## src/core/readout_pkg.sv

```systemverilog
// Shared constants and carrier types for the sensor readout sequencer.
// Assumes all controller pins arrive asynchronous to the reference clock.
package readout_pkg;

  localparam int          COL_W        = 11;
  localparam int          ROW_W        = 11;
  localparam int          PIX_W        = 10;
  localparam int          CODE_W       = 4;
  localparam int          TAPS         = 16;
  localparam int          DEF_COLS     = 1286;
  localparam int          DEF_ROWS     = 1030;
  localparam logic [1:0]  SKIP_EDGES   = 2'h2;
  localparam logic [9:0]  BLACK_LEVEL  = 10'h040;
  localparam int          SYNC_W       = 17;

  // Pin bundle, in synchroniser order
  typedef struct packed {
    logic              col_clk;
    logic              adc_clk;
    logic              row_clk;
    logic              col_sync_n;
    logic              left_sync_n;
    logic              right_sync_n;
    logic              ptr_sel;
    logic              row_sel;
    logic              row_rst;
    logic [CODE_W-1:0] gain;
    logic [CODE_W-1:0] offset;
  } pins_type;

  typedef struct packed {
    logic             valid;
    logic             eos_n;
    logic [ROW_W-1:0] row;
  } row_ptr_type;

  typedef enum logic [4:0] {
    COL_IDLE  = 5'h01,
    COL_SKIP  = 5'h02,
    COL_SCAN  = 5'h04,
    COL_EOS   = 5'h08,
    COL_BLACK = 5'h10
  } col_state_type;

endpackage : readout_pkg

```

## src/core/rolling_shutter_readout_seq.sv

```systemverilog
// Sensor-side readout sequencer: column scan, converter, row pointers,
// gain and offset selection. Assumes controller drives pins at <= 10 MHz.
// Functional notes
// (RULE1) Controller drives column and converter from one clock
// (RULE2) Column clock fall selects next pixel
// (RULE3) Converter freezes input on its clock fall
// (RULE4) Digital word lags analog by one pixel
// (RULE5) End-of-scan low for one column period
// (RULE6) Black level output after end-of-scan until sync
// (RULE7) Controller pulses fast calibration once per frame
// (RULE8) Controller drives unity gain like fast calibration
// (RULE9) Controller adds one reset pass per frame
// (RULE10) Row clock advances both row pointers together
// (RULE11) Pointer select picks left or right pointer
// (RULE12) Controller sets exposure by sync spacing
// (RULE13) Shutter off keeps pointer select low
// (RULE14) Controller keeps row clock running always; the bench toggles it only inside row_step
// (RULE15) Each pointer synced once per frame
// (RULE16) Four-bit word selects amplifier gain
// (RULE17) Four-bit word selects one of sixteen offset taps
// (RULE18) Controller picks lowest sufficient gain for dual slope
// (RULE19) Syncs asserted only while their clock high
// (RULE20) First dummy pixel after third column clock fall
// (RULE21) Controller holds gain and offset stable during readout
`timescale 1ns/1ps
module rolling_shutter_readout_seq
  import readout_pkg::*;
#(
  parameter int NUM_COLS = readout_pkg::DEF_COLS,
  parameter int NUM_ROWS = readout_pkg::DEF_ROWS
) (
  input  wire logic                             I_REF_CLK,
  input  wire logic                             I_ARST_N,
  input  wire logic                             I_COL_CLK,
  input  wire logic                             I_ADC_CLK,
  input  wire logic                             I_ROW_CLK,
  input  wire logic                             I_COL_SYNC_N,
  input  wire logic                             I_LEFT_ROW_POINTER_SYNC_N,
  input  wire logic                             I_RIGHT_ROW_POINTER_SYNC_N,
  input  wire logic                             I_POINTER_SELECT,
  input  wire logic                             I_ROW_SELECT,
  input  wire logic                             I_ROW_RESET,
  input  wire logic [readout_pkg::CODE_W-1:0]   I_GAIN_WORD,
  input  wire logic [readout_pkg::CODE_W-1:0]   I_OFFSET_WORD,
  input  wire logic [readout_pkg::PIX_W-1:0]    I_PIXEL_LEVEL,
  output logic      [readout_pkg::COL_W-1:0]    O_COL_ADDR,
  output logic                                  O_COL_ACTIVE,
  output logic      [readout_pkg::PIX_W-1:0]    O_ANALOG_LEVEL,
  output logic                                  O_BLACK_REF,
  output logic                                  O_COL_EOS_N,
  output logic      [readout_pkg::PIX_W-1:0]    O_PIXEL_WORD,
  output logic                                  O_PIXEL_STROBE,
  output readout_pkg::row_ptr_type              O_LEFT_ROW_PTR,
  output readout_pkg::row_ptr_type              O_RIGHT_ROW_PTR,
  output logic      [readout_pkg::ROW_W-1:0]    O_ROW_ADDR,
  output logic                                  O_ROW_SELECT,
  output logic                                  O_ROW_RESET,
  output logic      [readout_pkg::CODE_W-1:0]   O_GAIN_CODE,
  output logic      [readout_pkg::TAPS-1:0]     O_OFFSET_TAP
);
  import readout_pkg::*;

  localparam logic [COL_W-1:0] LAST_COL = COL_W'(NUM_COLS - 1);
  localparam logic [ROW_W-1:0] LAST_ROW = ROW_W'(NUM_ROWS - 1);

  if (NUM_COLS < 2 || NUM_COLS > (1 << COL_W)) begin : g_bad_cols
    $error("NUM_COLS out of range");
  end
  if (NUM_ROWS < 2 || NUM_ROWS > (1 << ROW_W)) begin : g_bad_rows
    $error("NUM_ROWS out of range");
  end

  pins_type pins_raw;
  pins_type pins;
  pins_type pins_p_q;

  assign pins_raw = '{col_clk:      I_COL_CLK,
                      adc_clk:      I_ADC_CLK,
                      row_clk:      I_ROW_CLK,
                      col_sync_n:   I_COL_SYNC_N,
                      left_sync_n:  I_LEFT_ROW_POINTER_SYNC_N,
                      right_sync_n: I_RIGHT_ROW_POINTER_SYNC_N,
                      ptr_sel:      I_POINTER_SELECT,
                      row_sel:      I_ROW_SELECT,
                      row_rst:      I_ROW_RESET,
                      gain:         I_GAIN_WORD,
                      offset:       I_OFFSET_WORD};

  pin_sync #(
    .WIDTH (SYNC_W)
  ) u_pin_sync (
    .i_clk    (I_REF_CLK),
    .i_arst_n (I_ARST_N),
    .i_async  (pins_raw),
    .o_sync   (pins)
  );

  // Previous synced values for edge detection
  always_ff @(posedge I_REF_CLK or negedge I_ARST_N) begin
    if (!I_ARST_N) begin
      pins_p_q <= '0;
    end else begin
      pins_p_q <= pins;
    end
  end

  logic col_fall;
  logic adc_fall;
  logic row_fall;
  logic col_sync;

  assign col_fall = pins_p_q.col_clk & ~pins.col_clk;
  assign adc_fall = pins_p_q.adc_clk & ~pins.adc_clk;
  assign row_fall = pins_p_q.row_clk & ~pins.row_clk;
  assign col_sync = ~pins.col_sync_n & pins.col_clk; // RULE19

  // Column scan
  col_state_type    col_state_q;
  logic [1:0]       skip_q;
  logic [COL_W-1:0] col_q;

  always_ff @(posedge I_REF_CLK or negedge I_ARST_N) begin
    if (!I_ARST_N) begin
      col_state_q <= COL_IDLE;
      skip_q      <= 2'h0;
      col_q       <= '0;
    end else if (col_sync) begin
      col_state_q <= COL_SKIP;
      skip_q      <= 2'h0;
      col_q       <= '0;
    end else if (col_fall) begin
      case (col_state_q)
        COL_SKIP: begin
          if (skip_q == SKIP_EDGES) begin
            col_state_q <= COL_SCAN; // RULE20
            col_q       <= '0;
          end else begin
            skip_q <= skip_q + 2'h1;
          end
        end
        COL_SCAN: begin
          if (col_q == LAST_COL) begin
            col_state_q <= COL_EOS; // RULE5
          end else begin
            col_q <= col_q + 1'b1; // RULE2
          end
        end
        COL_EOS: begin
          col_state_q <= COL_BLACK; // RULE6
        end
        default: begin
          col_state_q <= col_state_q;
        end
      endcase
    end
  end

  logic black;

  assign black = (col_state_q != COL_SCAN); // RULE6

  // Pixel routed to the amplifier, black level outside the scan
  always_ff @(posedge I_REF_CLK or negedge I_ARST_N) begin
    if (!I_ARST_N) begin
      O_COL_ADDR     <= '0;
      O_COL_ACTIVE   <= 1'b0;
      O_ANALOG_LEVEL <= BLACK_LEVEL;
      O_BLACK_REF    <= 1'b1;
      O_COL_EOS_N    <= 1'b1;
    end else begin
      O_COL_ADDR     <= col_q; // RULE2
      O_COL_ACTIVE   <= ~black;
      O_ANALOG_LEVEL <= black ? BLACK_LEVEL : I_PIXEL_LEVEL;
      O_BLACK_REF    <= black;
      O_COL_EOS_N    <= (col_state_q != COL_EOS); // RULE5
    end
  end

  // Converter: level settles two cycles after selection, so the
  // capture waits one cycle past the fall to hold the previous pixel
  logic adc_fall_q;

  always_ff @(posedge I_REF_CLK or negedge I_ARST_N) begin
    if (!I_ARST_N) begin
      adc_fall_q     <= 1'b0;
      O_PIXEL_WORD   <= '0;
      O_PIXEL_STROBE <= 1'b0;
    end else begin
      adc_fall_q     <= adc_fall; // RULE3
      O_PIXEL_STROBE <= adc_fall_q;
      if (adc_fall_q) begin
        O_PIXEL_WORD <= O_ANALOG_LEVEL; // RULE4
      end
    end
  end

  // Row pointers, index 0 left and 1 right
  logic [1:0]             rsync;
  logic [1:0][ROW_W-1:0]  row_q;
  logic [1:0][1:0]        rskip_q;
  logic [1:0]             rvalid_q;
  logic [1:0]             reos_q;
  row_ptr_type [1:0]      ptr;

  assign rsync[0] = ~pins.left_sync_n & pins.row_clk;  // RULE19
  assign rsync[1] = ~pins.right_sync_n & pins.row_clk; // RULE19

  for (genvar p = 0; p < 2; p++) begin : g_ptr
    always_ff @(posedge I_REF_CLK or negedge I_ARST_N) begin
      if (!I_ARST_N) begin
        row_q[p]    <= '0;
        rskip_q[p]  <= 2'h0;
        rvalid_q[p] <= 1'b0;
        reos_q[p]   <= 1'b0;
      end else if (rsync[p]) begin
        row_q[p]    <= '0;
        rskip_q[p]  <= 2'h0;
        rvalid_q[p] <= 1'b0;
        reos_q[p]   <= 1'b0;
      end else if (row_fall) begin // RULE10
        reos_q[p] <= 1'b0;
        if (!rvalid_q[p] && !reos_q[p] && rskip_q[p] != 2'h3) begin
          if (rskip_q[p] == SKIP_EDGES) begin
            rvalid_q[p] <= 1'b1;
            rskip_q[p]  <= 2'h3;
          end else begin
            rskip_q[p] <= rskip_q[p] + 2'h1;
          end
        end else if (rvalid_q[p]) begin
          if (row_q[p] == LAST_ROW) begin
            rvalid_q[p] <= 1'b0;
            reos_q[p]   <= 1'b1;
          end else begin
            row_q[p] <= row_q[p] + 1'b1; // RULE10
          end
        end
      end
    end
    assign ptr[p] = '{valid: rvalid_q[p], eos_n: ~reos_q[p], row: row_q[p]};
  end

  // Pointer select steers row select and row reset
  always_ff @(posedge I_REF_CLK or negedge I_ARST_N) begin
    if (!I_ARST_N) begin
      O_LEFT_ROW_PTR  <= '{valid: 1'b0, eos_n: 1'b1, row: '0};
      O_RIGHT_ROW_PTR <= '{valid: 1'b0, eos_n: 1'b1, row: '0};
      O_ROW_ADDR      <= '0;
      O_ROW_SELECT    <= 1'b0;
      O_ROW_RESET     <= 1'b0;
    end else begin
      O_LEFT_ROW_PTR  <= ptr[0];
      O_RIGHT_ROW_PTR <= ptr[1];
      if (pins.ptr_sel) begin // RULE11
        O_ROW_ADDR   <= ptr[0].row;
        O_ROW_SELECT <= pins.row_sel & ptr[0].valid;
        O_ROW_RESET  <= pins.row_rst & ptr[0].valid;
      end else begin
        O_ROW_ADDR   <= ptr[1].row;
        O_ROW_SELECT <= pins.row_sel & ptr[1].valid;
        O_ROW_RESET  <= pins.row_rst & ptr[1].valid;
      end
    end
  end

  // Gain code and one-hot offset tap
  logic [TAPS-1:0] tap;

  for (genvar t = 0; t < TAPS; t++) begin : g_tap
    assign tap[t] = (pins.offset == CODE_W'(t)); // RULE17
  end

  always_ff @(posedge I_REF_CLK or negedge I_ARST_N) begin
    if (!I_ARST_N) begin
      O_GAIN_CODE  <= '0;
      O_OFFSET_TAP <= TAPS'(1);
    end else begin
      O_GAIN_CODE  <= pins.gain; // RULE16
      O_OFFSET_TAP <= tap;       // RULE17
    end
  end

endmodule : rolling_shutter_readout_seq

```

## src/core/pin_sync.sv

```systemverilog
// Two flip-flop synchroniser for a vector of independent levels.
// Assumes each bit is a slow level or a clock well below half the rate.
`timescale 1ns/1ps
module pin_sync #(
  parameter int WIDTH = 1
) (
  input  wire logic             i_clk,
  input  wire logic             i_arst_n,
  input  wire logic [WIDTH-1:0] i_async,
  output logic      [WIDTH-1:0] o_sync
);

  logic [WIDTH-1:0] meta_q;

  always_ff @(posedge i_clk or negedge i_arst_n) begin
    if (!i_arst_n) begin
      meta_q <= '0;
      o_sync <= '0;
    end else begin
      meta_q <= i_async;
      o_sync <= meta_q;
    end
  end

endmodule : pin_sync

```

## config.mk

```make
export PLATFORM = sky130hd
export DESIGN_NAME = rolling_shutter_readout_seq
export DESIGN_NICKNAME = d
export VERILOG_FILES = /design/src/core/readout_pkg.sv /design/src/core/rolling_shutter_readout_seq.sv /design/src/core/pin_sync.sv
export SDC_FILE = /design/constraint.sdc
export NUM_CORES = 1
export LEC_CHECK = 0
export ABC_CLOCK_PERIOD_IN_PS = 3300
export BUFFER_PORTS_ARGS = -buffer_cell sky130_fd_sc_hd__buf_2
export CAP_MARGIN = 20
export CORE_ASPECT_RATIO = 0.7
export CORE_UTILIZATION = 35
export CTS_CLUSTER_SIZE = 40
export DETAILED_ROUTE_END_ITERATION = 8
export PLACE_DENSITY = 0.52
export SETUP_SLACK_MARGIN = 0.05
export SLEW_MARGIN = 20
export SYNTH_ARGS = -nofsm -noshare
export SYNTH_HDL_FRONTEND = slang
export SYNTH_HIERARCHICAL = 1
export SYNTH_SLANG_ARGS = --single-unit
```

## constraint.sdc

```tcl
create_clock -name I_REF_CLK -period 3.3 [get_ports I_REF_CLK]
set_input_delay 0.165 -clock I_REF_CLK [delete_from_list [all_inputs] [get_ports I_REF_CLK]]
set_output_delay 0.165 -clock I_REF_CLK [all_outputs]
set_load 0.02 [all_outputs]
```

Yosys cells after proc, flatten, opt, wreduce, memory -nomap -nowiden

Index checks and enable logic that the tools add are counted.

Word-level logic and storage cells: 184
Register bits after elaboration: 180
Output and inout bits: 94
Input port bits: 29

Eq/ne operators: 38
Reductions and logical operators: 28
Add/sub/neg operators: 6
Bitwise operators: 19
Muxes and demuxes: 58

Operators with widths:

| operator                                       | number |
|---|---|
| 2-to-1 mux 11 bit                              | 15 |
| adder 11 x 1 -> 11 bit (second input constant) | 3 |
| == test 11 bit (second input constant)         | 3 |
| == test 4 bit (second input constant)          | 8 |
| 2-to-1 mux 1 bit                               | 24 |
| 2-to-1 mux 2 bit                               | 12 |
| one-hot mux 11 bit (2 select lines)            | 1 |
| 2-to-1 mux 5 bit                               | 4 |
| == test 4 x 3 -> 1 bit (second input constant) | 4 |
| AND reduction 4 bit                            | 4 |
| nonzero test 2 bit                             | 8 |
| one-hot mux 5 bit (3 select lines)             | 1 |
| != test 2 bit (second input constant)          | 7 |
| bitwise AND 1 bit                              | 10 |
| 2-to-1 mux 10 bit                              | 1 |
| != test 3 bit (second input constant)          | 3 |
| NOT 1 bit                                      | 9 |
| == test 4 x 2 -> 1 bit (second input constant) | 2 |
| AND reduction 2 bit                            | 4 |
| adder 2 x 1 -> 2 bit (second input constant)   | 3 |
| == test 2 bit (second input constant)          | 3 |
| != test 3 x 2 -> 1 bit (second input constant) | 2 |
| == test 5 x 2 -> 1 bit (second input constant) | 1 |
| == test 5 x 3 -> 1 bit (second input constant) | 1 |
| 10 further kinds                               | 16 |

Depth between registers and ports, before layout

Depth after elaboration: 6
Mapped depth: 8
Depth with buffers taken out: 7

Hierarchy

Netlist, hierarchy kept.

By module, submodules not included:

| module                      | cells each | area an instance (sq um) | times used | sequential area each (sq um) |
|---|---|---|---|---|
| rolling_shutter_readout_seq | 432        | 5560.3                   | 1          | 3662.3 |
| pin_sync                    | 34         | 850.8                    | 1          | 850.8 |

Least setup slack after synthesis

No wires, ideal clock.

Path kind: reg2reg
Start: register row_q, in the netlist ptr[13]
End: register row_q, in the netlist ptr[18]
Cell stages (with the launch flop): 7
Period minus slack after synthesis: 1.813 ns
Required time: 3.170 ns
Path buffers: 0
Data arrival time: 1.683 ns
Setup slack: 1.487 ns
Setup time: 0.130 ns
Cells stage by stage: dfrtp_1 > ha_1 > nor4b_1 > a41oi_2 > nand4_1 > o211ai_1 > o31ai_1

Longest elaborated chain between the ends: 6
Elaborated cells on any way between the ends: 9
Classes of those cells: add/sub (1); eq/ne (2); mux (5); reduce/logical (1)

Ends and longest elaborated chain:

| what                            | RTL line                           | source |
|---|---|---|
| start, declared                 | rolling_shutter_readout_seq.sv:199 | `logic [1:0][ROW_W-1:0] row_q;` |
| start signal, assigned by index | rolling_shutter_readout_seq.sv:234 | `row_q[p] <= row_q[p] + 1'b1;` |
| adder 11 x 1 -> 11 bit          | rolling_shutter_readout_seq.sv:234 |  |
| 2-to-1 mux 11 bit               | rolling_shutter_readout_seq.sv:230 | `if (row_q[p] == LAST_ROW) begin` |
| 2-to-1 mux 11 bit               | rolling_shutter_readout_seq.sv:229 | `end else if (rvalid_q[p]) begin` |
| 2-to-1 mux 11 bit               | rolling_shutter_readout_seq.sv:222 | `if (!rvalid_q[p] && !reos_q[p] && rskip_q[p] != 2'h3) begin` |
| 2-to-1 mux 11 bit               | rolling_shutter_readout_seq.sv:220 | `end else if (row_fall) begin` |
| 2-to-1 mux 11 bit               | rolling_shutter_readout_seq.sv:215 | `end else if (rsync[p]) begin` |

Several ways; a longest one is shown, not always the timed one. The select of a mux whose other input is x is not followed.
A chain may end at the register's enable or synchronous reset.

Final worst setup path

Start: register col_state_q[1]
End: register col_q[3]

Longest elaborated chain between the ends: 4
Elaborated cells on any way between the ends: 9
Classes of those cells: eq/ne (4); mux (3); reduce/logical (2)

Ends and longest elaborated chain:

| what                                                             | RTL line                           | source |
|---|---|---|
| start, declared                                                  | rolling_shutter_readout_seq.sv:118 | `col_state_type col_state_q;` |
| start signal, assigned                                           | rolling_shutter_readout_seq.sv:152 | `col_state_q <= col_state_q;` |
| == test 5 x 3 -> 1 bit or == test 5 x 2 -> 1 bit (tied branches) | rolling_shutter_readout_seq.sv:132 | `case (col_state_q)` |
| one-hot mux 11 bit (2 select lines)                              | rolling_shutter_readout_seq.sv:132 |  |
| 2-to-1 mux 11 bit                                                | rolling_shutter_readout_seq.sv:131 | `end else if (col_fall) begin` |
| 2-to-1 mux 11 bit                                                | rolling_shutter_readout_seq.sv:127 | `end else if (col_sync) begin` |
| end signal, assigned                                             | rolling_shutter_readout_seq.sv:145 | `col_q <= col_q + 1'b1;` |
| end, declared                                                    | rolling_shutter_readout_seq.sv:120 | `logic [COL_W-1:0] col_q;` |

Several ways; a longest one is shown, not always the timed one. The select of a mux whose other input is x is not followed.

==> impl_metrics.py <==
metrics = {
    "status": {
        "status": "completed",
    },
    "floorplan": {
        "initial_core_util_pct": 36.6,
        "core_area_mm2": 0.0175,
        "ios": 123,
        "dieArea_mm2": 0.0189,
        "fp.dieH_um": 115,
        "rows": 40,
        "die_w_um": 164,
    },
    "placed_design": {
        "gp_congestion": 0.806,
        "dpl.hpwl_um": 9230,
        "numPortBuffers": 122,
        "dpl.cell_count": 812,
        "pre_cts_ws_ns": 1.10,
    },
    "layout": {
        "n_antenna_cell": 0,
        "final_util_pct": 46.9,
        "n_fill_cell": 1583,
        "nets": 668,
        "areaGrowthSynthToFinish_pct": 28.1,
        "final_cells": 872,
        "drive_gt1_share_pct": 30.4,
    },
    "detailed_routing": {
        "drc_errors": 0,
        "finalWirelength_um": 13400,
        "drtIter0Drc": 299,
        "vias_per_cell": 4.78,
        "wl_per_cell_um": 15.4,
        "firstDrtPassIters": 4,
        "vias": 4169,
        "ant_nets": 0,
    },
    "global_route": {
        "antenna_found_initial": 0,
        "overflow": 0,
        "grt_pass1_wl_um": 21000,
        "grt.total_usage_pct": 14.9,
        "grt_max_degree": 90,
        "grt_pass1_vias": 3895,
    },
    "setup_path": {
        "cp-endpoint": "col_q[3]",
        "worstReg2RegStart": "col_state_q[1]",
        "crit_chain": "nor4_4 > and2_1 > a21oi_1 > o21ai_1 > a31oi_1",
        "crit_required_ns": 3.58,
        "startpoint": "col_state_q[1]",
        "reg2regPathDepth": 5,
        "arrival_ns": 2.58,
        "cp-start-kind": "flip-flop",
        "worst-r2r-setup-slack_ns": 1.00,
        "crit_fanout": 10,
        "crit_type": "flip-flop to flip-flop",
        "critPathSlowestCell": "nor4_4",
        "reg2reg_to": "col_q[3]",
        "cpPeakStageDelay_ns": 0.56,
        "cp-end-kind": "flip-flop",
    },
    "synthesis": {
        "synth_cells": 466,
        "synth_fp_nets": 506,
        "async_reset_ff_share_pct": 100,
        "synth_top_area_share_pct": 67.5,
        "synthTopCellsByCount": "dfrtp_1, nor2_1, o21ai_0, nand2_1, nand3_1",
        "yosysMostFrequentCell": "dfrtp_1",
        "synth_edf_count": 0,
        "synth_top_flop_cell": "dfrtp_1",
        "synthTopCellsByArea": "dfrtp_1, mux2_2, dfstp_2",
        "ys_seq_area_share_pct": 70.4,
        "syn_area_mm2": 0.00641,
        "avgSynthCellArea_um2": 13.8,
        "ys_warn_count": 6,
        "ys_types": 54,
        "yosysTopAreaCell": "dfrtp_1",
        "ys_seq_elements": 180,
    },
    "timing": {
        "post-route-period-util_pct": 69.7,
        "setup-tns-final_ns": 0,
        "rsz0062_at_grt": "no",
        "setup_violations": 0,
        "max_slew_margin_pct": 46.3,
        "skew_ns": 0.00910,
        "hold_viol_final": 0,
        "tightestPinTransition_ns": 0.794,
        "fin_crit_ns": 2.30,
        "drv_slew": 0,
        "fmax_ghz": 0.435,
        "setup_ws_ns": 1.00,
    },
    "clocking": {
        "clk_pin_slew_ns": 0.07,
        "cts_tree": "yes",
        "ctsLongestPathBuffers": 2,
        "cts_root_buffer": "clkbuf_16",
        "htree_num_levels": 4,
        "cts_buffers": 17,
        "post_cts_resized": 0,
        "worstSkewPairLatency_ns": 0.43,
        "cts.sinks": 180,
    },
    "worst_hold_path": {
        "hold_class": "input port to asynchronous set/reset pin",
    },
    "power": {
        "peakVddDrop_mv": 0.306,
        "power_leakage_nw": 4.06,
        "power_mw": 5.05,
        "p_per_area_mw_per_mm2": 615,
    },
    "job": {
        "cap_violations": 0,
    },
}
==> through the flow <==
stage | hold WS (ns) | instance area (µm²)
after floorplan | -0.131 | 6410
after global placement | 0.155 | 7290
after detailed placement | 0.162 | 7290
after CTS | 0.269 | 8210
after global routing | 0.297 | 8210
final | 0.256 | 8210
==> placed cells by master, fill, tap and decap left out, types with 6 or more instances in the layout <==
| cell type | synthesis | final |
|---|---|---|
| a21oi_1 | 7 | 7 |
| and3_1 | 12 | 12 |
| buf_2 | 1 | 121 |
| clkbuf_16 | 0 | 17 |
| dfrtp_1 | 173 | 173 |
| dfstp_2 | 7 | 7 |
| dlygate4sd3_1 | 0 | 28 |
| ha_1 | 11 | 11 |
| inv_1 | 11 | 11 |
| mux2_2 | 20 | 20 |
| mux2i_1 | 6 | 6 |
| nand2_1 | 21 | 21 |
| nand2b_1 | 11 | 11 |
| nand3_1 | 21 | 21 |
| nand4_1 | 16 | 16 |
| nor2_1 | 26 | 26 |
| nor2b_1 | 7 | 7 |
| nor3_1 | 10 | 10 |
| nor4_1 | 6 | 6 |
| o21ai_0 | 22 | 22 |
| o31ai_1 | 6 | 6 |
==> cell type report <==
cell class                 count  area (µm²)  share of cell area, %
clock buffer                  19         453                   5.51
clock inverter                13         186                   2.27
inverter                      12        47.5                  0.579
multi-input combinational    264        1790                   21.8
sequential                   180        4510                   54.9
tap                          231         289                   3.52
timing repair buffer         153         932                   11.3
==> cells by family after synthesis <==
| group | after synthesis | synth area share (%) |
|---|---|---|
| and+or+nand+nor | 157 | 14.1 |
| muxes | 26 | 4.45 |
| buffers and inverters | 22 | 1.64 |
| AOI/OAI and AO/OA | 63 | 6.30 |
| xor gates and xnor gates | 7 | 0.956 |
| DFF | 180 | 70.4 |
| adders and majority gates | 11 | 2.15 |
==> worst min-delay path by stage <==
stage	from	end	slack (ns)	cells past startpoint
2_1_floorplan	I_ARST_N	O_ANALOG_LEVEL[0]	-0.13	0
3_3_place_gp	I_ARST_N	O_GAIN_CODE[1]	0.16	1
3_5_place_dp	I_ARST_N	O_GAIN_CODE[1]	0.16	1
4_1_cts	I_ARST_N	O_GAIN_CODE[1]	0.27	2
5_1_grt	I_ARST_N	O_GAIN_CODE[1]	0.30	2
6_report	I_ARST_N	O_GAIN_CODE[1]	0.26	2
==> critical path, delay by kind of cell (launching register included) <==
kind | cells | cell delay [ns]
simple gates | 2 | 0.93
compound gates | 3 | 0.77
flops | 1 | 0.45
==> routing by layer <==
metal	routed length, µm	vias to the layer above	GRT usage, %
li1	-	1991	-
met1	6780	2021	22.2
met2	5570	136	20.1
met3	805	21	3.68
met4	233	0	7.04
met5	0	-	0
==> registers in the layout, indices dropped and copies added, names as in the netlist, 2 cells and up <==
| name | flops |
|---|---|
| O_ANALOG_LEVEL | 10 |
| O_COL_ADDR | 11 |
| O_GAIN_CODE | 4 |
| O_LEFT_ROW_PTR | 13 |
| O_OFFSET_TAP | 16 |
| O_PIXEL_WORD | 10 |
| O_RIGHT_ROW_PTR | 13 |
| O_ROW_ADDR | 11 |
| col_q | 11 |
| col_state_q | 5 |
| pins_p_q | 3 |
| ptr | 24 |
| reos_q | 2 |
| rskip_q | 4 |
| skip_q | 2 |
| u_pin_sync/meta_q | 17 |
| u_pin_sync/o_sync | 17 |
==> power breakdown <==
| group | internal [mW] | switching (mW) |
|---|---|---|
| Sequential | 2.33 | 0.109 |
| Clock | 1.26 | 0.879 |
| Combinational | 0.193 | 0.280 |
==> timing repair <==
item	in CTS	in global routing
setup buffers	0	0
hold endpoints to repair	78	0
hold buffers	28	0
(Power assumes the default switching activity.)
